### config.mk
export PLATFORM = sky130hd
export DESIGN_NAME = acp_serial_port
export DESIGN_NICKNAME = d
export VERILOG_FILES = /design/src/inc/acp_pkg.sv /design/src/verilog/acp_cmd_mem.sv /design/src/verilog/acp_serial_port.sv
export SDC_FILE = /design/constraint.sdc
export NUM_CORES = 1
export LEC_CHECK = 0
export ABC_CLOCK_PERIOD_IN_PS = 2400
export BUFFER_PORTS_ARGS = -buffer_cell sky130_fd_sc_hd__buf_2
export CORE_MARGIN = 3
export CORE_UTILIZATION = 60
export DETAILED_ROUTE_END_ITERATION = 12
export GPL_ROUTABILITY_DRIVEN = 1
export HOLD_SLACK_MARGIN = 0.03
export PLACE_DENSITY = 0.79
export SYNTH_ARGS = -nofsm -noshare
export SYNTH_HDL_FRONTEND = slang
export SYNTH_HIERARCHICAL = 1
export SYNTH_SLANG_ARGS = --single-unit
export TNS_END_PERCENT = 20
### constraint.sdc
create_clock -name clk -period 2.4 [get_ports clk]
set_input_delay 0.36 -clock clk [delete_from_list [all_inputs] [get_ports clk]]
set_output_delay 0.36 -clock clk [all_outputs]
set_load 0.05 [all_outputs]
### src/inc/acp_pkg.sv
// How it works
// - Select low enables serial traffic.
// - Select rise commits shifted byte to command.
// - Select fall preloads output shift register.
// - Data output floats while select high.
// - Input sampled on shift-clock rise, top_bit first.
// - Output shifts on shift-clock fall, top_bit first.
// - User output pins set by command.
// - Conversion timed by oscillator input clock.
// - End-of-conversion output rises at conversion end.
package acp_pkg;

   // Byte framing
   localparam int unsigned ACP_BYTE_W = 8;
   localparam int unsigned ACP_TOP_BIT = 7;
   localparam logic [3:0] ACP_BITS_PER_FRAME = 4'h8;

   // Command byte layout: index in the top two bits, payload below
   localparam int unsigned ACP_CMD_IDX_MSB = 7;
   localparam int unsigned ACP_CMD_IDX_LSB = 6;
   localparam int unsigned ACP_CMD_DATA_W = 6;

   // Command register indexes
   localparam logic [1:0] ACP_CMD_PINS = 2'h0;
   localparam logic [1:0] ACP_CMD_OUTSEL = 2'h1;
   localparam logic [1:0] ACP_CMD_CONV = 2'h2;
   localparam int unsigned ACP_CMD_DEPTH = 4;

   // Field positions inside command payloads
   localparam int unsigned ACP_PINS_W = 4;
   localparam int unsigned ACP_OUTSEL_W = 2;
   localparam int unsigned ACP_CONV_RUN_BIT = 0;
   localparam int unsigned ACP_CONV_50HZ_BIT = 1;

   // Reset values
   localparam logic [5:0] ACP_CMD_RESET = 6'h00;
   localparam logic [7:0] ACP_OUT_RESET = 8'h00;

   // Output register selection
   localparam logic [1:0] ACP_OUT_STATUS = 2'h0;
   localparam logic [1:0] ACP_OUT_HI = 2'h1;
   localparam logic [1:0] ACP_OUT_MID = 2'h2;
   localparam logic [1:0] ACP_OUT_LO = 2'h3;

   // Integration lengths in oscillator periods for 60 Hz and 50 Hz modes
   localparam logic [9:0] ACP_INT_60HZ = 10'h221;
   localparam logic [9:0] ACP_INT_50HZ = 10'h28F;

   // Result width: 18 bits plus sign
   localparam int unsigned ACP_RESULT_W = 19;

   // Sampled host pins
   typedef struct packed {
      logic cs_n;
      logic sclk;
      logic din;
   } acp_pins_s;

   // Command byte split into its fields
   typedef struct packed {
      logic [1:0] idx;
      logic [5:0] data;
   } acp_cmd_s;

   // Conversion sequencer states
   typedef enum logic [2:0] {
      ACP_IDLE = 3'b001,
      ACP_INTEG = 3'b010,
      ACP_DONE = 3'b100
   } acp_conv_e;

endpackage

### src/verilog/acp_cmd_mem.sv
`timescale 1ns/1ps
`default_nettype none
// Small command register store with one write and one registered read port
module acp_cmd_mem
   import acp_pkg::*;
#(
   parameter int unsigned WIDTH = ACP_CMD_DATA_W,
   parameter int unsigned DEPTH = ACP_CMD_DEPTH
) (
   input wire logic clk, // Core clock
   input wire logic rst_n, // Asynchronous reset, active low
   input wire logic wr_valid, // Write request
   output logic wr_ready, // Write accepted this cycle
   input wire logic [$clog2(DEPTH)-1:0] wr_addr, // Write index
   input wire logic [WIDTH-1:0] wr_data, // Write payload
   input wire logic [$clog2(DEPTH)-1:0] rd_addr, // Read index
   output logic [WIDTH-1:0] rd_data // Registered read data
);

   logic [WIDTH-1:0] mem_q [DEPTH]; // Storage words

   // Always able to take a write; kept as a port so a slower store can stall
   assign wr_ready = 1'b1;

   // Storage update, cleared at reset so pins come up known
   always_ff @(posedge clk or negedge rst_n) begin
      if (!rst_n) begin
         for (int i = 0; i < DEPTH; i++) begin
            mem_q[i] <= WIDTH'(ACP_CMD_RESET);
         end
      end else if (wr_valid) begin
         mem_q[wr_addr] <= wr_data;
      end
   end

   // Read data leaves from a register
   always_ff @(posedge clk or negedge rst_n) begin
      if (!rst_n) begin
         rd_data <= WIDTH'(ACP_CMD_RESET);
      end else begin
         rd_data <= mem_q[rd_addr];
      end
   end

endmodule
`default_nettype wire

### src/verilog/acp_serial_port.sv
`timescale 1ns/1ps
`default_nettype none
// Serial host port of an integrating converter, sampled by the core clock
module acp_serial_port
   import acp_pkg::*;
#(
   parameter int unsigned RESULT_W = ACP_RESULT_W
) (
   input wire logic clk, // Core clock, 250 MHz
   input wire logic rst_n, // Asynchronous reset, active low
   input wire logic cs_n, // Host select pin, active low
   input wire logic sclk, // Host shift clock pin
   input wire logic din, // Host serial data pin
   output logic dout_o, // Serial data out level
   output logic dout_oe, // Serial data out enable, high while driving
   input wire logic osc_input, // Oscillator input pin
   output logic osc_output, // Oscillator feedback output
   input wire logic [RESULT_W-1:0] result_in, // Converted value from analog core
   output logic eoc, // End of conversion
   output logic [ACP_PINS_W-1:0] user_output_pins // User programmable outputs
);

   // Two-flop synchronisers for host pins and oscillator
   acp_pins_s pins_meta_q; // First stage, read only by second stage
   acp_pins_s pins_q; // Second stage, safe to use
   acp_pins_s pins_d1_q; // One cycle older copy for edge finding
   logic osc_meta_q; // First oscillator stage
   logic osc_q; // Second oscillator stage
   logic osc_d1_q; // Older oscillator copy

   // Edge strobes
   logic cs_fall; // Select went low
   logic cs_rise; // Select went high
   logic sclk_rise; // Shift clock rising inside a frame
   logic sclk_fall; // Shift clock falling inside a frame
   logic osc_tick; // One oscillator period elapsed

   // Serial shifting
   logic [ACP_BYTE_W-1:0] in_sh_q; // Input shift register
   logic [ACP_BYTE_W-1:0] out_sh_q; // Output shift register
   logic [ACP_BYTE_W-1:0] preload_word; // Output register chosen for the next frame
   logic [3:0] bit_cnt_q; // Bits received in this frame

   // Two-entry command buffer
   acp_cmd_s buf_q [2]; // Buffer entries
   logic [1:0] buf_cnt_q; // Entries held
   logic buf_wr_ptr_q; // Fill pointer
   logic buf_rd_ptr_q; // Drain pointer
   logic buf_in_valid; // Byte offered to buffer
   logic buf_in_ready; // Commit pending and buffer has room
   logic buf_out_valid; // Buffer holds a byte
   logic buf_out_ready; // Store takes the byte
   logic commit_pend_q; // Committed byte waiting for room
   acp_cmd_s commit_q; // Byte waiting for room

   // Command store and its shadows
   logic [1:0] rd_addr_q; // Read index walking the store
   logic [1:0] rd_addr_d1_q; // Index whose data is now on rd_data
   logic [ACP_CMD_DATA_W-1:0] rd_data; // Store read data
   logic [ACP_OUTSEL_W-1:0] out_sel_q; // Selected output register
   logic conv_run_q; // Conversions enabled
   logic mode_50hz_q; // Long integration selected

   // Conversion sequencer
   acp_conv_e conv_q; // Sequencer state
   logic [9:0] tick_cnt_q; // Oscillator periods counted
   logic [RESULT_W-1:0] result_q; // Latched result
   logic conv_end; // Last period of integration

   // Sample pins twice before any use
   always_ff @(posedge clk or negedge rst_n) begin
      if (!rst_n) begin
         pins_meta_q <= '{cs_n: 1'b1, sclk: 1'b0, din: 1'b0};
         pins_q <= '{cs_n: 1'b1, sclk: 1'b0, din: 1'b0};
         pins_d1_q <= '{cs_n: 1'b1, sclk: 1'b0, din: 1'b0};
      end else begin
         pins_meta_q <= '{cs_n: cs_n, sclk: sclk, din: din};
         pins_q <= pins_meta_q;
         pins_d1_q <= pins_q;
      end
   end

   // Oscillator pin is sampled the same way as host pins
   always_ff @(posedge clk or negedge rst_n) begin
      if (!rst_n) begin
         osc_meta_q <= 1'b0;
         osc_q <= 1'b0;
         osc_d1_q <= 1'b0;
      end else begin
         osc_meta_q <= osc_input;
         osc_q <= osc_meta_q;
         osc_d1_q <= osc_q;
      end
   end

   // Edge detection only on synchronised copies
   assign cs_fall = pins_d1_q.cs_n && !pins_q.cs_n;
   assign cs_rise = !pins_d1_q.cs_n && pins_q.cs_n;
   assign sclk_rise = !pins_q.cs_n && !pins_d1_q.sclk && pins_q.sclk;
   assign sclk_fall = !pins_q.cs_n && pins_d1_q.sclk && !pins_q.sclk;
   assign osc_tick = !osc_d1_q && osc_q;

   // Crystal feedback: inverted copy of the oscillator input
   always_ff @(posedge clk or negedge rst_n) begin
      if (!rst_n) begin
         osc_output <= 1'b1;
      end else begin
         osc_output <= !osc_q;
      end
   end

   // Input shifting, top_bit arrives first so shift toward the top
   always_ff @(posedge clk or negedge rst_n) begin
      if (!rst_n) begin
         in_sh_q <= ACP_OUT_RESET;
         bit_cnt_q <= 4'h0;
      end else if (cs_fall) begin
         bit_cnt_q <= 4'h0;
      end else if (sclk_rise) begin
         in_sh_q <= {in_sh_q[ACP_TOP_BIT-1:0], pins_q.din};
         if (bit_cnt_q != ACP_BITS_PER_FRAME) begin
            bit_cnt_q <= bit_cnt_q + 4'h1;
         end
      end
   end

   // Output register chosen by the last selection command
   function automatic logic [ACP_BYTE_W-1:0] out_word(input logic [1:0] sel,
                                                       input logic done,
                                                       input logic [RESULT_W-1:0] res);
      logic [23:0] wide;
      wide = 24'(res);
      case (sel)
         ACP_OUT_STATUS: out_word = {done, 7'h00};
         ACP_OUT_HI: out_word = wide[23:16];
         ACP_OUT_MID: out_word = wide[15:8];
         default: out_word = wide[7:0];
      endcase
   endfunction

   // One copy of the preload word feeds both the shifter and the pin
   assign preload_word = out_word(out_sel_q, eoc, result_q);

   // Preload at select fall, then shift on each falling shift edge
   always_ff @(posedge clk or negedge rst_n) begin
      if (!rst_n) begin
         out_sh_q <= ACP_OUT_RESET;
      end else if (cs_fall) begin
         out_sh_q <= preload_word;
      end else if (sclk_fall) begin
         out_sh_q <= {out_sh_q[ACP_TOP_BIT-1:0], 1'b0};
      end
   end

   // Pin drive: enabled only inside a frame, top bit always on the pin
   always_ff @(posedge clk or negedge rst_n) begin
      if (!rst_n) begin
         dout_oe <= 1'b0;
         dout_o <= 1'b0;
      end else begin
         dout_oe <= !pins_q.cs_n;
         if (cs_fall) begin
            dout_o <= preload_word[ACP_TOP_BIT];
         end else if (sclk_fall) begin
            dout_o <= out_sh_q[ACP_TOP_BIT-1];
         end
      end
   end

   // Commit at select rise; a partial byte is dropped, not half applied
   always_ff @(posedge clk or negedge rst_n) begin
      if (!rst_n) begin
         commit_pend_q <= 1'b0;
         commit_q <= '{idx: 2'h0, data: ACP_CMD_RESET};
      end else if (cs_rise && bit_cnt_q == ACP_BITS_PER_FRAME) begin
         commit_pend_q <= 1'b1;
         commit_q <= acp_cmd_s'(in_sh_q);
      end else if (buf_in_ready) begin
         commit_pend_q <= 1'b0;
      end
   end

   // Stalled commits wait here; a new frame during a stall overwrites it
   assign buf_in_valid = commit_pend_q;
   assign buf_in_ready = commit_pend_q && (buf_cnt_q != 2'h2);
   assign buf_out_valid = (buf_cnt_q != 2'h0);

   // Two-entry buffer between the serial side and the command store
   always_ff @(posedge clk or negedge rst_n) begin
      if (!rst_n) begin
         buf_cnt_q <= 2'h0;
         buf_wr_ptr_q <= 1'b0;
         buf_rd_ptr_q <= 1'b0;
         buf_q[0] <= '{idx: 2'h0, data: ACP_CMD_RESET};
         buf_q[1] <= '{idx: 2'h0, data: ACP_CMD_RESET};
      end else begin
         if (buf_in_valid && buf_in_ready) begin
            buf_q[buf_wr_ptr_q] <= commit_q;
            buf_wr_ptr_q <= !buf_wr_ptr_q;
         end
         if (buf_out_valid && buf_out_ready) begin
            buf_rd_ptr_q <= !buf_rd_ptr_q;
         end
         case ({buf_in_valid && buf_in_ready, buf_out_valid && buf_out_ready})
            2'b10: buf_cnt_q <= buf_cnt_q + 2'h1;
            2'b01: buf_cnt_q <= buf_cnt_q - 2'h1;
            default: buf_cnt_q <= buf_cnt_q;
         endcase
      end
   end

   // Command store
   acp_cmd_mem #(
      .WIDTH(ACP_CMD_DATA_W),
      .DEPTH(ACP_CMD_DEPTH)
   ) u_mem (
      .clk(clk),
      .rst_n(rst_n),
      .wr_valid(buf_out_valid),
      .wr_ready(buf_out_ready),
      .wr_addr(buf_q[buf_rd_ptr_q].idx),
      .wr_data(buf_q[buf_rd_ptr_q].data),
      .rd_addr(rd_addr_q),
      .rd_data(rd_data)
   );

   // Walk the store so every shadow refreshes within four cycles
   always_ff @(posedge clk or negedge rst_n) begin
      if (!rst_n) begin
         rd_addr_q <= 2'h0;
         rd_addr_d1_q <= 2'h0;
      end else begin
         rd_addr_q <= rd_addr_q + 2'h1;
         rd_addr_d1_q <= rd_addr_q;
      end
   end

   // Shadows that steer pins, preload and conversions
   always_ff @(posedge clk or negedge rst_n) begin
      if (!rst_n) begin
         user_output_pins <= ACP_PINS_W'(ACP_CMD_RESET);
         out_sel_q <= ACP_OUT_STATUS;
         conv_run_q <= 1'b0;
         mode_50hz_q <= 1'b0;
      end else begin
         case (rd_addr_d1_q)
            ACP_CMD_PINS: user_output_pins <= rd_data[ACP_PINS_W-1:0];
            ACP_CMD_OUTSEL: out_sel_q <= rd_data[ACP_OUTSEL_W-1:0];
            ACP_CMD_CONV: begin
               conv_run_q <= rd_data[ACP_CONV_RUN_BIT];
               mode_50hz_q <= rd_data[ACP_CONV_50HZ_BIT];
            end
            default: begin
            end
         endcase
      end
   end

   // Conversion length counts oscillator periods, not core cycles
   assign conv_end = (conv_q == ACP_INTEG) && osc_tick &&
                     (tick_cnt_q == (mode_50hz_q ? ACP_INT_50HZ : ACP_INT_60HZ) - 10'h1);

   // Conversion sequencer
   always_ff @(posedge clk or negedge rst_n) begin
      if (!rst_n) begin
         conv_q <= ACP_IDLE;
         tick_cnt_q <= 10'h000;
      end else begin
         case (conv_q)
            ACP_IDLE: begin
               tick_cnt_q <= 10'h000;
               if (conv_run_q && osc_tick) begin
                  conv_q <= ACP_INTEG;
               end
            end
            ACP_INTEG: begin
               if (conv_end) begin
                  conv_q <= ACP_DONE;
               end else if (osc_tick) begin
                  tick_cnt_q <= tick_cnt_q + 10'h1;
               end
            end
            ACP_DONE: conv_q <= ACP_IDLE;
            default: conv_q <= ACP_IDLE;
         endcase
      end
   end

   // Result latch and end flag; a new end beats a read in the same cycle
   always_ff @(posedge clk or negedge rst_n) begin
      if (!rst_n) begin
         result_q <= '0;
         eoc <= 1'b0;
      end else if (conv_end) begin
         result_q <= result_in;
         eoc <= 1'b1;
      end else if (cs_fall) begin
         eoc <= 1'b0;
      end
   end

endmodule
`default_nettype wire
## Yosys cells after proc, flatten, opt, wreduce, memory -nomap -nowiden

Cells that the tools add are included.

- Output and inout bits: 8
- Logic and storage cells: 144
- Bits in registers: 135

- Eq/ne operators: 16
- Order comparisons: 6
- Bitwise operators: 5
- Add/sub/neg operators: 6
- Mux-type cells: 32
- Reductions and logical operators: 37

Operators by type and width:

| kind | count |
|---|---|
| $mux W8 | 5 |
| $bwmux W24 | 1 |
| $pmux W8 S3 | 1 |
| $mux W10 | 2 |
| $mux W4 | 5 |
| $pmux W10 S2 | 1 |
| $bwmux W16 | 1 |
| $reduce_bool A2 Y1 | 8 |
| $logic_and A1 B1 Y1 | 15 |
| $mux W7 | 2 |
| $bmux W6 S2 | 1 |
| $demux W6 S2 | 1 |
| $add A10 B1 Y10 const B | 1 |
| $eq A10 B10 Y1 | 1 |
| $ne A2 B2 Y1 const B | 5 |
| $sub A10 B1 Y10 const B | 1 |
| $demux W8 S1 | 1 |
| $logic_not A1 Y1 | 8 |
| $eq A2 B1 Y1 const B | 3 |
| $eq A2 B2 Y1 const B | 3 |
| $ge A3 B3 Y1 const B | 2 |
| $mux W1 | 6 |
| $mux W3 | 2 |
| $mux W6 | 1 |
| other kinds (18) | 25 |

## Logic depth before layout (Yosys ltp)

Gate-level depths: netlist of run 1.

- Depth after elaboration: 10
- Gate-level depth with buffers: 6

## Hierarchy

Netlist of run 1, hierarchy kept.

By module, submodules not included:

| module | cells an instance | area an instance (µm²) | instances |
|---|---|---|---|
| acp_serial_port | 328 | 4504.3 | 1 |
| acp_cmd_mem | 67 | 1218.7 | 1 |

## Worst setup path after synthesis of run 1

Ideal clock, no wire load.

- Path type: flip-flop to flip-flop
- From: reg buf_rd_ptr_q
- To: reg u_mem/mem_q[18] in the netlist's numbering
- Path slack: 574 ps
- Cell stages (with the launch flop): 5
- Data arrival time: 1702 ps
- Library setup time: 125 ps
- Clock period less this slack: 1826 ps
- Cell sequence: dfrtp_1 > clkbuf_1 > mux2_2 > nor3b_4 > mux2_2

- Word-level cells in the longest chain between the ends: 10
- Elaborated cells between the ends (all ways): 11

Ends and longest elaborated chain:

| element | line | text |
|---|---|---|
| start: declaration | acp_serial_port.sv:48 | `logic buf_rd_ptr_q;` |
| start signal: assignment | acp_serial_port.sv:202 | `buf_rd_ptr_q <= !buf_rd_ptr_q;` |
| $not A1 Y2 (not written as such) * | acp_serial_port.sv:221, acp_serial_port.sv:222 |  |
| $mux W8 (not written as such) * (3 in series) | acp_serial_port.sv:222 | `.wr_data(buf_q[buf_rd_ptr_q].data),` |
| $not A2 Y3 (not written as such) | acp_cmd_mem.sv:32 | `mem_q[wr_addr] <= wr_data;` |
| $ge A3 B3 Y1 (not written as such) / $lt A3 B1 Y1 (equally long branches) | acp_cmd_mem.sv:32 |  |
| $logic_and A1 B1 Y1 (not written as such) | acp_cmd_mem.sv:32 |  |
| $mux W6 (not written as such) | acp_cmd_mem.sv:32 |  |
| $demux W6 S2 | acp_cmd_mem.sv:32 |  |
| $bwmux W24 * | acp_cmd_mem.sv:32 |  |
| end signal: indexed assignment | acp_cmd_mem.sv:29 | `mem_q[i] <= WIDTH'(ACP_CMD_RESET);` |
| end signal: indexed assignment | acp_cmd_mem.sv:32 |  |
| end: declaration | acp_cmd_mem.sv:20 | `logic [WIDTH-1:0] mem_q [DEPTH];` |

Every way passes the cells marked *; elsewhere a longest branch is shown, timed or not. The select of a mux whose other input is x is not followed.
A chain may end at the register's enable or synchronous reset.

## Worst setup path after layout of run 1

- From: reg conv_q[2]
- To: reg result_q[10]

- Word-level cells in the longest chain between the ends: 3

Ends and longest elaborated chain:

| element | line | text |
|---|---|---|
| start: declaration | acp_serial_port.sv:65 | `acp_conv_e conv_q;` |
| start signal: assignment | acp_serial_port.sv:266 | `conv_q <= ACP_IDLE;` |
| start signal: assignment | acp_serial_port.sv:273 | `conv_q <= ACP_INTEG;` |
| start signal: assignment | acp_serial_port.sv:278 | `conv_q <= ACP_DONE;` |
| $eq A3 B2 Y1 | acp_serial_port.sv:260 | `assign conv_end = (conv_q == ACP_INTEG) && osc_tick &&` |
| $logic_and A1 B1 Y1 (2 in series) | acp_serial_port.sv:260 |  |
| end signal: assignment | acp_serial_port.sv:295 | `result_q <= result_in;` |
| end: declaration | acp_serial_port.sv:67 | `logic [RESULT_W-1:0] result_q;` |

Every way passes these cells.

==> summary by stage, run 1 <==
Routing
The total via count in the routed design is 2934. The DRC violation count after routing is 0. The final wirelength is 9130 um. The remaining antenna violation count is 0. After detailed routing, the average wire length per cell comes to 17.4 um. In the routed layout, each cell is associated on average with a via count of around 5.6. The starting DRC count in detailed routing is 88. The total iterations of the first detailed-routing run is 4.

STA
The worst setup slack after layout is roughly 480 ps. The final count of hold timing violations is 0. Setup repair after global routing left no endpoint under its margin.

The final worst-path cycle share is between 80% and 90%. Measured against its own limit, the worst slew margin works out to between 20% and 30%. The actual transition at the worst max-transition pin is 1060 ps.

After routing, the total negative slack on setup checks comes to 0 ps. The max-slew violation count is 0. The number of setup violations in the final report is 0. Subtracting the final worst setup slack from the clock period gives ~1900 ps. The peak clock frequency supported by timing is around 520 MHz.

The worst clock skew on the final layout is slightly below 7 ps.

Run status
The run finished with clean final reports.

Worst setup path
The kind of critical path is reg -> reg. The worst-path cell with the longest stage delay is or3_4. The signal on the critical path passes through nor3b_4 > nand2_1 > or3_4 > mux2_4. On the worst path, the slowest cell contributes a delay of just under 600 ps.

The required time of the critical path is roughly 2800 ps. The critical path arrival is around 2300 ps. The worst setup path is launched from a flop. The worst setup path is captured at a flop.

In this run the worst path has a maximum fanout of 21.

Placement
In this run the tool buffered the top-level ports with 32 buffer cells. The final weighted congestion in routability-driven placement is about 0.84. The wire-length estimate of the detail-placed layout is 5910 um. The instance area after placement is between 5000 and 6000 um^2. The worst setup slack before clock tree synthesis is 497 ps.

Clocking
The H-tree was split into 4 levels. The tree is rooted in a clkbuf_8. The number of post-CTS setup repair buffers is 0. The clock latency reported for the late side of the worst-skew pair is about 500 ps. The number of cells upsized or downsized after cts is 0. After clock tree synthesis, the flow added hold-fix buffers numbering 5. TritonCTS built the clock tree. Counting every sink on the clock net gives around 120.

In this run the deepest clock path goes through 2 buffers. TritonCTS created 17 clock buffers. The clock edge transition at the registers on the reported setup and hold paths is 60 ps.

Synthesis
After synthesis, the mean cell area works out to about 14 um^2. The combined area of all synthesized cells is 5100 um^2. Yosys printed 6 warnings. Synthesis produced a netlist with a net count of between 300 and 400. The number of standard cells after synthesis is ~360.

Die
The initial utilization of the core area, before any placement, comes to 64.0%. The area of the die is 9640 um^2. The height of the die is 98.2 um. The horizontal extent of the die is between 90 and 100 um.

The floorplan row count is 32. The core area is approximately 8000 um^2. 33 I/O pins were placed.

Pwr
The largest vdd supply drop is 0.000693 V. Dividing total power by cell area gives a power density of between 800 and 900 nW/um^2. For this design the static power due to leakage is between 2 and 3 nW.

Layout
Compared with the post-synthesis result, the final layout area differs by 17.0%. The final layout contains 440 nets. 0 antenna diodes ended up in the layout. The finished cells cover 5960 um^2. Cells with a size suffix above 1 make up between 30% and 40% of the layout.

GRT
The first global-routing pass estimated 15700 um of wire. Global routing used a little over a fifth of the available tracks. The initial antenna violation count is 0.

The via count of the first global-routing pass was between 3000 and 4000. The largest net degree at the start of global routing is 46. The total overflow reported by the global router is 0.

Run
The max-cap check violation count is 0.

Hold path
The kind of path behind the tightest hold check is in -> reg.
[path summary, 6_finish.rpt]
path / from / endpoint / slack (ps) / depth (start not counted)
max reg2reg: conv_q[2]$_DFFE_PN0P_ / result_q[10]$_DFFE_PN0P_ / 480 / 4
min reg2reg: pins_meta_q[0]$_DFF_PN0_ / pins_q[0]$_DFF_PN0_ / 350 / 0
max: conv_q[2]$_DFFE_PN0P_ / result_q[10]$_DFFE_PN0P_ / 480 / 4
min: result_in[3] / result_q[3]$_DFFE_PN0P_ / 80 / 2
max in group asynchronous: rst_n / buf_q[8]$_DFFE_PN0P_ / 1380 / 3
min in group asynchronous: rst_n / tick_cnt_q[0]$_DFFE_PN0P_ / 350 / 2
[stage by stage]
step | power (mW) | hold WS, ps | instances | utilization, %
after floorplan | 2.48 | 64.4 | 361 | -
after global placement | 2.58 | 337 | 489 | 67.5
after detailed placement | 2.60 | 335 | 489 | 67.5
after CTS | 4.91 | 58.1 | 526 | 74.8
after global routing | 5.06 | 50.5 | 526 | 74.8
final | 4.85 | 76.5 | 526 | 74.8
[routing by layer]
metal | part of all wire (%) | wire length [um] | GRT usage (%) | up-vias
met4 | 1.5 | 134 | 7.14 | 0
li1 | - | - | - | 1394
met2 | 50 | 4590 | 33.8 | 59
met5 | 0 | 0 | 0 | -
met3 | 3.8 | 344 | 6.50 | 13
met1 | 45 | 4070 | 26.8 | 1468
[cells in the final DEF (no fill, tap or decap), types with 7 or more instances in the layout]
master / instances
dfrtp_1: 116
mux2_2: 60
buf_2: 31
mux2_4: 18
nand2_1: 16
clkbuf_16: 16
nor2_1: 14
inv_1: 13
o21ai_0: 13
nand3_1: 10
xnor2_1: 7
[sequential cells by signal, summed over array words and instances, names as in the netlist, 4 cells and up]
| register | cells |
|---|---|
| commit_q | 6 |
| out_sh_q | 7 |
| result_q | 19 |
| u_mem/mem_q | 16 |
| in_sh_q | 8 |
| buf_q | 12 |
| bit_cnt_q | 4 |
| tick_cnt_q | 10 |
| user_output_pins | 4 |
| u_mem/rd_data | 4 |
[layout make-up]
class                   instances  area [um^2]
fillers                       513         2000
clock inverters                11         98.8
flip-flops and latches        121         3030
multi-input cells             216         1950
repair buffers                 42          263
clock buffers                  21          439
well taps                     102          128
inverters                      13         48.8
[worst max-delay path: cells and delay by family (launching register included)]
family | cells | cell delay (ps)
AND/OR/NAND/NOR | 3 | 1010
flip-flops | 1 | 420
multiplexers | 1 | 360
[where the power goes]
part | internal [mW] | switching (mW)
sequential | 2.15 | 0.0882
clock | 1.40 | 0.886
combinational | 0.179 | 0.158
total | 3.72 | 1.13
(Power assumes the default switching activity.)
==> run 2, diff against run 1 <==
--- a/config.mk
+++ b/config.mk
@@ -5,14 +5,14 @@
 export SDC_FILE = /design/constraint.sdc
 export NUM_CORES = 1
 export LEC_CHECK = 0
-export ABC_CLOCK_PERIOD_IN_PS = 2400
+export ABC_CLOCK_PERIOD_IN_PS = 1700
 export BUFFER_PORTS_ARGS = -buffer_cell sky130_fd_sc_hd__buf_2
 export CORE_MARGIN = 3
-export CORE_UTILIZATION = 60
+export CORE_UTILIZATION = 55
 export DETAILED_ROUTE_END_ITERATION = 12
 export GPL_ROUTABILITY_DRIVEN = 1
 export HOLD_SLACK_MARGIN = 0.03
-export PLACE_DENSITY = 0.79
+export PLACE_DENSITY = 0.76
 export SYNTH_ARGS = -nofsm -noshare
 export SYNTH_HDL_FRONTEND = slang
 export SYNTH_HIERARCHICAL = 1
==> constraint.sdc (replaced) <==
create_clock -name clk -period 1.7 [get_ports clk]
set_input_delay 0.255 -clock clk [delete_from_list [all_inputs] [get_ports clk]]
set_output_delay 0.255 -clock clk [all_outputs]
set_load 0.05 [all_outputs]
==> run 2 against run 1 <==
- the run now ends with negative setup slack left
- non-clock buffer count rose by 46
- hold slack gained 180 ps
- clock power grew 56%
- flip-flop and latch count unchanged
- clock skew grew 1.7 ps
- critical path type unchanged
- highest routed layer unchanged
==> summary by stage, run 2 (synthesized netlist as in run 1, its figures left out) <==
GRT
The wire length of the first global-routing pass is 16300 um (+3.8%). The largest net degree at the start of global routing is 38 (-17%). The total overflow reported by the global router came to 0 (unchanged). The initial antenna violation count is 0 (unchanged). The combined global-route utilization of all metal layers is 20.6% (-0.26 points). The via count of the first global-routing pass is 3402 (+7.9%).

Hold path
The kind of path behind the tightest hold check is in -> async.

Pwr
The static leakage power is 3.14 nW (+9.6%). The power density over cell area was 1110 nW/um^2 (+37%). The largest vdd supply drop is 0.00146 V (+110%). The post-layout total power is 7.30 mW (+50%).

Worst setup path
The critical path is of the reg -> reg type. The critical path arrival is 2180 ps (-130 ps). The startpoint kind of the worst setup timing path is a flop. The worst-path maximum fanout is 6 (-71%).

The required time of the critical path is 2090 ps (-700 ps). STA classifies the critical path endpoint as a flop.

Routing
The total iterations of the first detailed-routing run came to 6 (+2). The starting DRC count in detailed routing is 103 (+17%). The DRC violation count after routing is 0 (unchanged). The final wirelength is 10200 um (+12%). The total via count in the routed design is 3221 (+9.8%). The wire length per cell came to 17.6 um (+1.2%). The post-detailed-route via-to-cell ratio is 5.55 (-0.44%). The remaining antenna violation count is 0 (unchanged).

STA
The actual transition at the worst max-transition pin was 517 ps (-546 ps). The peak clock frequency supported by timing is 559 MHz (+7.5%). The headroom to the max-slew limit is 65.5% (+37 points). The time the final worst path needs with I/O delays and setup is 1790 ps (-135 ps). The max-slew violation count is 0 (unchanged). The final count of hold timing violations is 0 (unchanged). The worst setup slack after layout came to -88.1 ps (-565 ps). Setup repair after global routing could not meet its margin everywhere. The final worst-path cycle share came to 105% (+25 points). The setup TNS is -1250 ps (-1250 ps). The number of setup violations in the final report is 19 (+19). The worst clock skew on the final layout is 8.38 ps (+1.65 ps).

Clocking
The clock edge transition at the registers on the reported setup and hold paths is 60 ps (about the same). The number of buffers on the longest clock path came to 2 (unchanged). The clock sink count is 121 (unchanged). The clock latency reported for the late side of the worst-skew pair is 520 ps (about the same). The CTS tree is done. The tree is rooted in a clkbuf_8.

The number of H-tree branching levels was 4 (unchanged). The number of buffers inserted during clock tree synthesis came to 17 (unchanged).

Layout
The number of inserted diodes was 0 (unchanged). The share of post-route cells with drive strength above 1 is 43.9% (+4.9 points). The layout net count was 489 (+11%).

The most common cell after layout, fill and taps aside is dfrtp_1. The area growth from synthesis to layout is 28.5%. The largest registers in the layout are result_q: 19 flops, u_mem/mem_q: 16 flops, buf_q: 12 flops. The number of flip-flops under the largest register name is 19 (unchanged). The register name with the most flops is result_q. The number of filler instances in the final layout is 568 (+11%). In the layout the commonest cells are 115 x dfrtp_1, 60 x mux2_2, 31 x buf_2, 31 x buf_4, 24 x dlygate4sd3_1.

Die
The floorplan row count is 34 (+6.3%). The initial core utilization is 57.6% (-6.4 points). The area of the die came to 10500 um^2 (+8.5%). The height of the die was 102 um (+4.2%).

The I/O pin total is 33 (unchanged). The horizontal extent of the die is 102 um (+4.2%). The core area is 8850 um^2 (+11%).

Placement
The worst setup slack before clock tree synthesis is -100 ps (-597 ps). The final weighted congestion in routability-driven placement is 0.878 (+4.2%). The total of buffers placed on input and output ports was 32 (unchanged). The final HPWL from detailed placement came to 6200 um (+4.8%).

Run
The max-cap check violation count is 0 (unchanged).

Run status
The checks that failed: negative setup slack. The run finished, with violations left.
run 2: metal layers:
metal	track usage, %	wire length (um)	part of all wire, %
met1	24.8	4330	42
met2	35.0	5330	52
met3	6.76	411	4.0
met4	6.76	123	1.2
met5	0	0	0
run 2: area by class of cell:
cell class	count	area, um^2	area share (%)
Sequential cell	121	3040	46.3
Multi-Input combinational cell	219	2070	31.6
Timing Repair Buffer	88	668	10.2
Clock buffer	20	445	6.80
Clock inverter	11	146	2.23
Tap cell	108	135	2.06
Inverter	13	48.8	0.745
run 2: final timing paths:
| kind | start | endpoint | slack (ps) | cells after the start |
|---|---|---|---|---|
| max in group asynchronous | rst_n | bit_cnt_q[0]$_DFFE_PN0P_ | 850 | 3 |
| min reg2reg | osc_meta_q$_DFF_PN0_ | osc_q$_DFF_PN0_ | 350 | 0 |
| min | rst_n | tick_cnt_q[9]$_DFFE_PN0P_ | 250 | 2 |
| min in group clk | osc_meta_q$_DFF_PN0_ | osc_q$_DFF_PN0_ | 350 | 0 |
| max reg2reg | tick_cnt_q[7]$_DFFE_PN0P_ | result_q[15]$_DFFE_PN0P_ | -90 | 4 |
| max | tick_cnt_q[7]$_DFFE_PN0P_ | result_q[15]$_DFFE_PN0P_ | -90 | 4 |
run 2: metrics by stage:
stage | hold slack, ps | std cells | cell area [um^2] | utilization (%)
after CTS | 273 | 579 | 6460 | 73.0
after floorplan | -40.6 | 361 | 5100 | -
after detailed placement | 263 | 521 | 5590 | 63.2
after global placement | 261 | 521 | 5590 | 63.2
after global routing | 269 | 580 | 6550 | 74.0
final | 253 | 580 | 6550 | 74.0
run 2: power by group:
| group | switching (mW) | leakage [nW] | internal, mW |
|---|---|---|---|
| Combinational | 0.265 | 1.27 | 0.326 |
| Sequential | 0.114 | 1.59 | 3.03 |
| Clock | 1.26 | 0.287 | 2.30 |
run 2: what timing repair did:
item	4_1_cts	5_1_grt
gates cloned	2	1
hold buffers	24	0
hold endpoints to repair	52	0
setup endpoints to repair	20	34
pin swaps	3	8
buffers inserted	1	0
resized for setup	4	15
run 2: critical path, cell delays in order (launching register included):
cell,delay [ps]
dfrtp_1,430
nor4b_4,360
a2bb2oi_4,130
or3_4,420
mux2_4,320
==> run 3, diff against run 2 <==
--- a/config.mk
+++ b/config.mk
@@ -5,14 +5,14 @@
 export SDC_FILE = /design/constraint.sdc
 export NUM_CORES = 1
 export LEC_CHECK = 0
-export ABC_CLOCK_PERIOD_IN_PS = 1700
-export BUFFER_PORTS_ARGS = -buffer_cell sky130_fd_sc_hd__buf_2
+export ABC_CLOCK_PERIOD_IN_PS = 1450
 export CORE_MARGIN = 3
-export CORE_UTILIZATION = 55
+export CORE_UTILIZATION = 57
 export DETAILED_ROUTE_END_ITERATION = 12
+export DONT_BUFFER_PORTS = 1
 export GPL_ROUTABILITY_DRIVEN = 1
 export HOLD_SLACK_MARGIN = 0.03
-export PLACE_DENSITY = 0.76
+export PLACE_DENSITY = 0.75
 export SYNTH_ARGS = -nofsm -noshare
 export SYNTH_HDL_FRONTEND = slang
 export SYNTH_HIERARCHICAL = 1
==> constraint.sdc (replaced) <==
create_clock -name clk -period 1.45 [get_ports clk]
set_input_delay 0.2175 -clock clk [delete_from_list [all_inputs] [get_ports clk]]
set_output_delay 0.2175 -clock clk [all_outputs]
set_load 0.05 [all_outputs]
==> run 3 against run 2 <==
- the flow finishes with violations (negative hold slack, negative setup slack)
- via count up 1.9%
- final cell count fell by 2.6%
- worst setup slack worse by 250 ps
- count of clock-buffer cells in the layout increased by 5
- final area increased by 1.3%
- critical endpoint is now result_q[5]$_DFFE_PN0P_
- first-iteration DRC count up 41%
==> summary by stage, run 3 (synthesized netlist as in run 1, its figures left out) <==
Layout
In the layout the commonest cells are 112 x dfrtp_1, 48 x mux2_2, 46 x buf_4. The number of inserted diodes came to 0 (unchanged). The share of post-route cells with drive strength above 1 was 46.3% (+2.4 points).

The layout net count is 476 (-2.7%). In the final layout, the registers with the most flip-flops are result_q: 19 flops, u_mem/mem_q: 16 flops, buf_q: 12 flops. The synthesis-to-layout area growth is 30.1%. The number of flip-flops under the largest register name is 19 (unchanged).

The library cell used most frequently in the layout, excluding fill and tap cells, is dfrtp_1. The register name with the most flops is result_q.

Clocking
The number of buffers inserted during clock tree synthesis is 17 (unchanged). The clock sink count is 121 (unchanged). The root buffer cell chosen for the clock tree is clkbuf_8.

The clock edge transition at the registers on the reported setup and hold paths is 60 ps (about the same). The number of H-tree branching levels is 4 (unchanged). The clock latency reported for the late side of the worst-skew pair is 510 ps (about the same).

The number of post-CTS setup repair buffers is 0 (-1). The hold buffer count at cts is 23 (-4.2%). The number of buffers on the longest clock path came to 2 (unchanged). The CTS tree is done.

Run status
The flow ran to the end, but the final reports show violations. The final reports fail on negative hold slack, negative setup slack.

Placement
The final weighted congestion in routability-driven placement is 0.865 (-1.4%). The final HPWL from detailed placement is 6040 um (-2.5%). The total of buffers placed on input and output ports is 0 (-100%). The worst setup slack before clock tree synthesis came to -415 ps (-315 ps).

Die
The I/O pin total is 33 (unchanged). The initial core utilization came to 60.2% (+2.6 points). The horizontal extent of the die came to 101 um (-1.7%). The floorplan row count is 33 (-2.9%). The core area is 8460 um^2 (-4.3%). The area of the die is 10100 um^2 (-3.3%). The height of the die is 101 um (-1.7%).

STA
The tightest hold margin is -600 ps (-852 ps). Setup repair after global routing could not meet its margin everywhere. The final worst-path cycle share is 123% (+18 points). The setup TNS is -9220 ps (-7970 ps).

The worst setup slack after layout is -340 ps (-252 ps). The number of setup violations in the final report is 50 (+31). The peak clock frequency supported by timing is 559 MHz (-0.10%). The time the final worst path needs with I/O delays and setup is 1790 ps (+1.86 ps). The max-slew violation count came to 0 (unchanged).

The worst clock skew on the final layout is 6.88 ps (-1.50 ps). The final count of hold timing violations is 121 (+121).

Routing
The post-detailed-route via-to-cell ratio is 5.81 (+4.6%). The final wirelength was 11500 um (+13%). The remaining antenna violation count is 0 (unchanged). The total iterations of the first detailed-routing run was 4 (-2). The wire length per cell is 20.3 um (+16%). The DRC violation count after routing is 0 (unchanged). The starting DRC count in detailed routing is 145 (+41%).

The total via count in the routed design is 3282 (+1.9%).

Pwr
The combinational power share is 8.8% (+0.7 points). The power density over cell area is 1300 nW/um^2 (+16%). The largest vdd supply drop is 0.00127 V (-13%).

The switching component of the power is 1.93 mW (+18%). The fraction of power spent switching nets was 22.4% (about the same). The static leakage power is 3.15 nW (+0.29%). The internal power came to 6.67 mW (+18%). The sequential power share came to 42.9% (-0.2 points). The clock power share came to 48.3% (-0.5 points).

GRT
The initial antenna violation count came to 0 (unchanged). The total overflow reported by the global router is 0 (unchanged). The wire length of the first global-routing pass is 18500 um (+14%). The global routing usage on met1 is 27.1% (+2.3 points). The via count of the first global-routing pass came to 3629 (+6.7%). The largest net degree at the start of global routing is 122 (+220%). The combined global-route utilization of all metal layers was 24.4% (+3.8 points). In this run the most used layer during global routing was met2. The global routing usage on met2 is 45.8% (+11 points). The met3 track demand over resource in global routing is 4.71% (-2.1 points).

Worst setup path
By startpoint and endpoint, the worst setup path is classified as reg -> reg. The required time of the critical path is 1840 ps (-250 ps). The startpoint kind of the worst setup timing path is a flop. The worst-path maximum fanout is 5 (-1).

The critical path arrival was 2180 ps (about the same). The capturing element type of the critical path is a flop.

Run
The max-cap check violation count is 0 (unchanged).

Hold path
The min-delay analysis places its worst path in the category in -> async.
[run 3: changes by cell type in the layout (fill, tap and decap cells not counted), sizes merged]
cell         before  now
clkinvlp          2    1
dlygate4sd3      24   23
clkinv            5    4
buf              64   52
clkbuf           20   25
bufinv            3    2
inv              14   13
[run 3: repair_timing]
action                                  in CTS  in global routing
pin swaps                                    6                  5
endpoints found under the hold margin      144                121
endpoints found under the setup margin      68                 68
resized for setup                           39                 25
cloned                                       2                  1
[run 3: path summary, 6_finish.rpt]
| kind | start | end | depth (start not counted) | slack [ps] |
|---|---|---|---|---|
| worst max-delay path | tick_cnt_q[6]$_DFFE_PN0P_ | result_q[5]$_DFFE_PN0P_ | 4 | -340 |
| worst min-delay path | rst_n | tick_cnt_q[5]$_DFFE_PN0P_ | 0 | -600 |
| worst max register to register | tick_cnt_q[6]$_DFFE_PN0P_ | result_q[5]$_DFFE_PN0P_ | 4 | -340 |
| worst min register to register | pins_meta_q[0]$_DFF_PN0_ | pins_q[0]$_DFF_PN0_ | 0 | 350 |
| max in group asynchronous | rst_n | pins_meta_q[2]$_DFF_PN1_ | 0 | 1790 |
| min in group clk | cs_n | pins_meta_q[2]$_DFF_PN1_ | 1 | 260 |
[run 3: per-stage QoR]
| step | total power, mW | hold WS (ps) | instance area [um^2] | cells | util, % |
|---|---|---|---|---|---|
| CTS | 8.58 | -608 | 6540 | 564 | 77.3 |
| finish | 8.60 | -600 | 6630 | 565 | 78.4 |
| detailed placement | 4.34 | -73.3 | 5560 | 507 | 65.6 |
| floorplan | 4.10 | -78.1 | 5100 | 361 | - |
| global placement | 4.31 | -74.4 | 5560 | 507 | 65.6 |
| global route | 8.88 | -615 | 6630 | 565 | 78.4 |
[run 3: power groups by stage]
stage | registers (mW) | clock network, mW | logic, mW
finish | 3.69 | 4.15 | 0.757
global route | 3.71 | 4.34 | 0.824
CTS | 3.69 | 4.16 | 0.732
detailed placement | 3.72 | 0 | 0.618
global placement | 3.72 | 0 | 0.590
floorplan | 3.70 | 0 | 0.402
[run 3: routing by layer]
layer / share of wire (%) / vias up
li1: - / 1468
met1: 37 / 1690
met2: 56 / 99
met3: 4.4 / 25
met4: 2.1 / 0
met5: 0 / -
[run 3: layout make-up]
type                            instances  area [um^2]
Sequential cell                       121         3040
Multi-Input combinational cell        219         2190
Fill cell                             453         1830
Timing Repair Buffer                   75          643
Clock buffer                           25          494
Tap cell                              105          131
Clock inverter                          7         91.3
Inverter                               13         48.8
[run 3: worst max-delay path: stages, from the launching register on]
cell     delay (ps)
dfrtp_1         410
nor4_4          310
nand2_2         140
or3_4           490
mux2_4          330
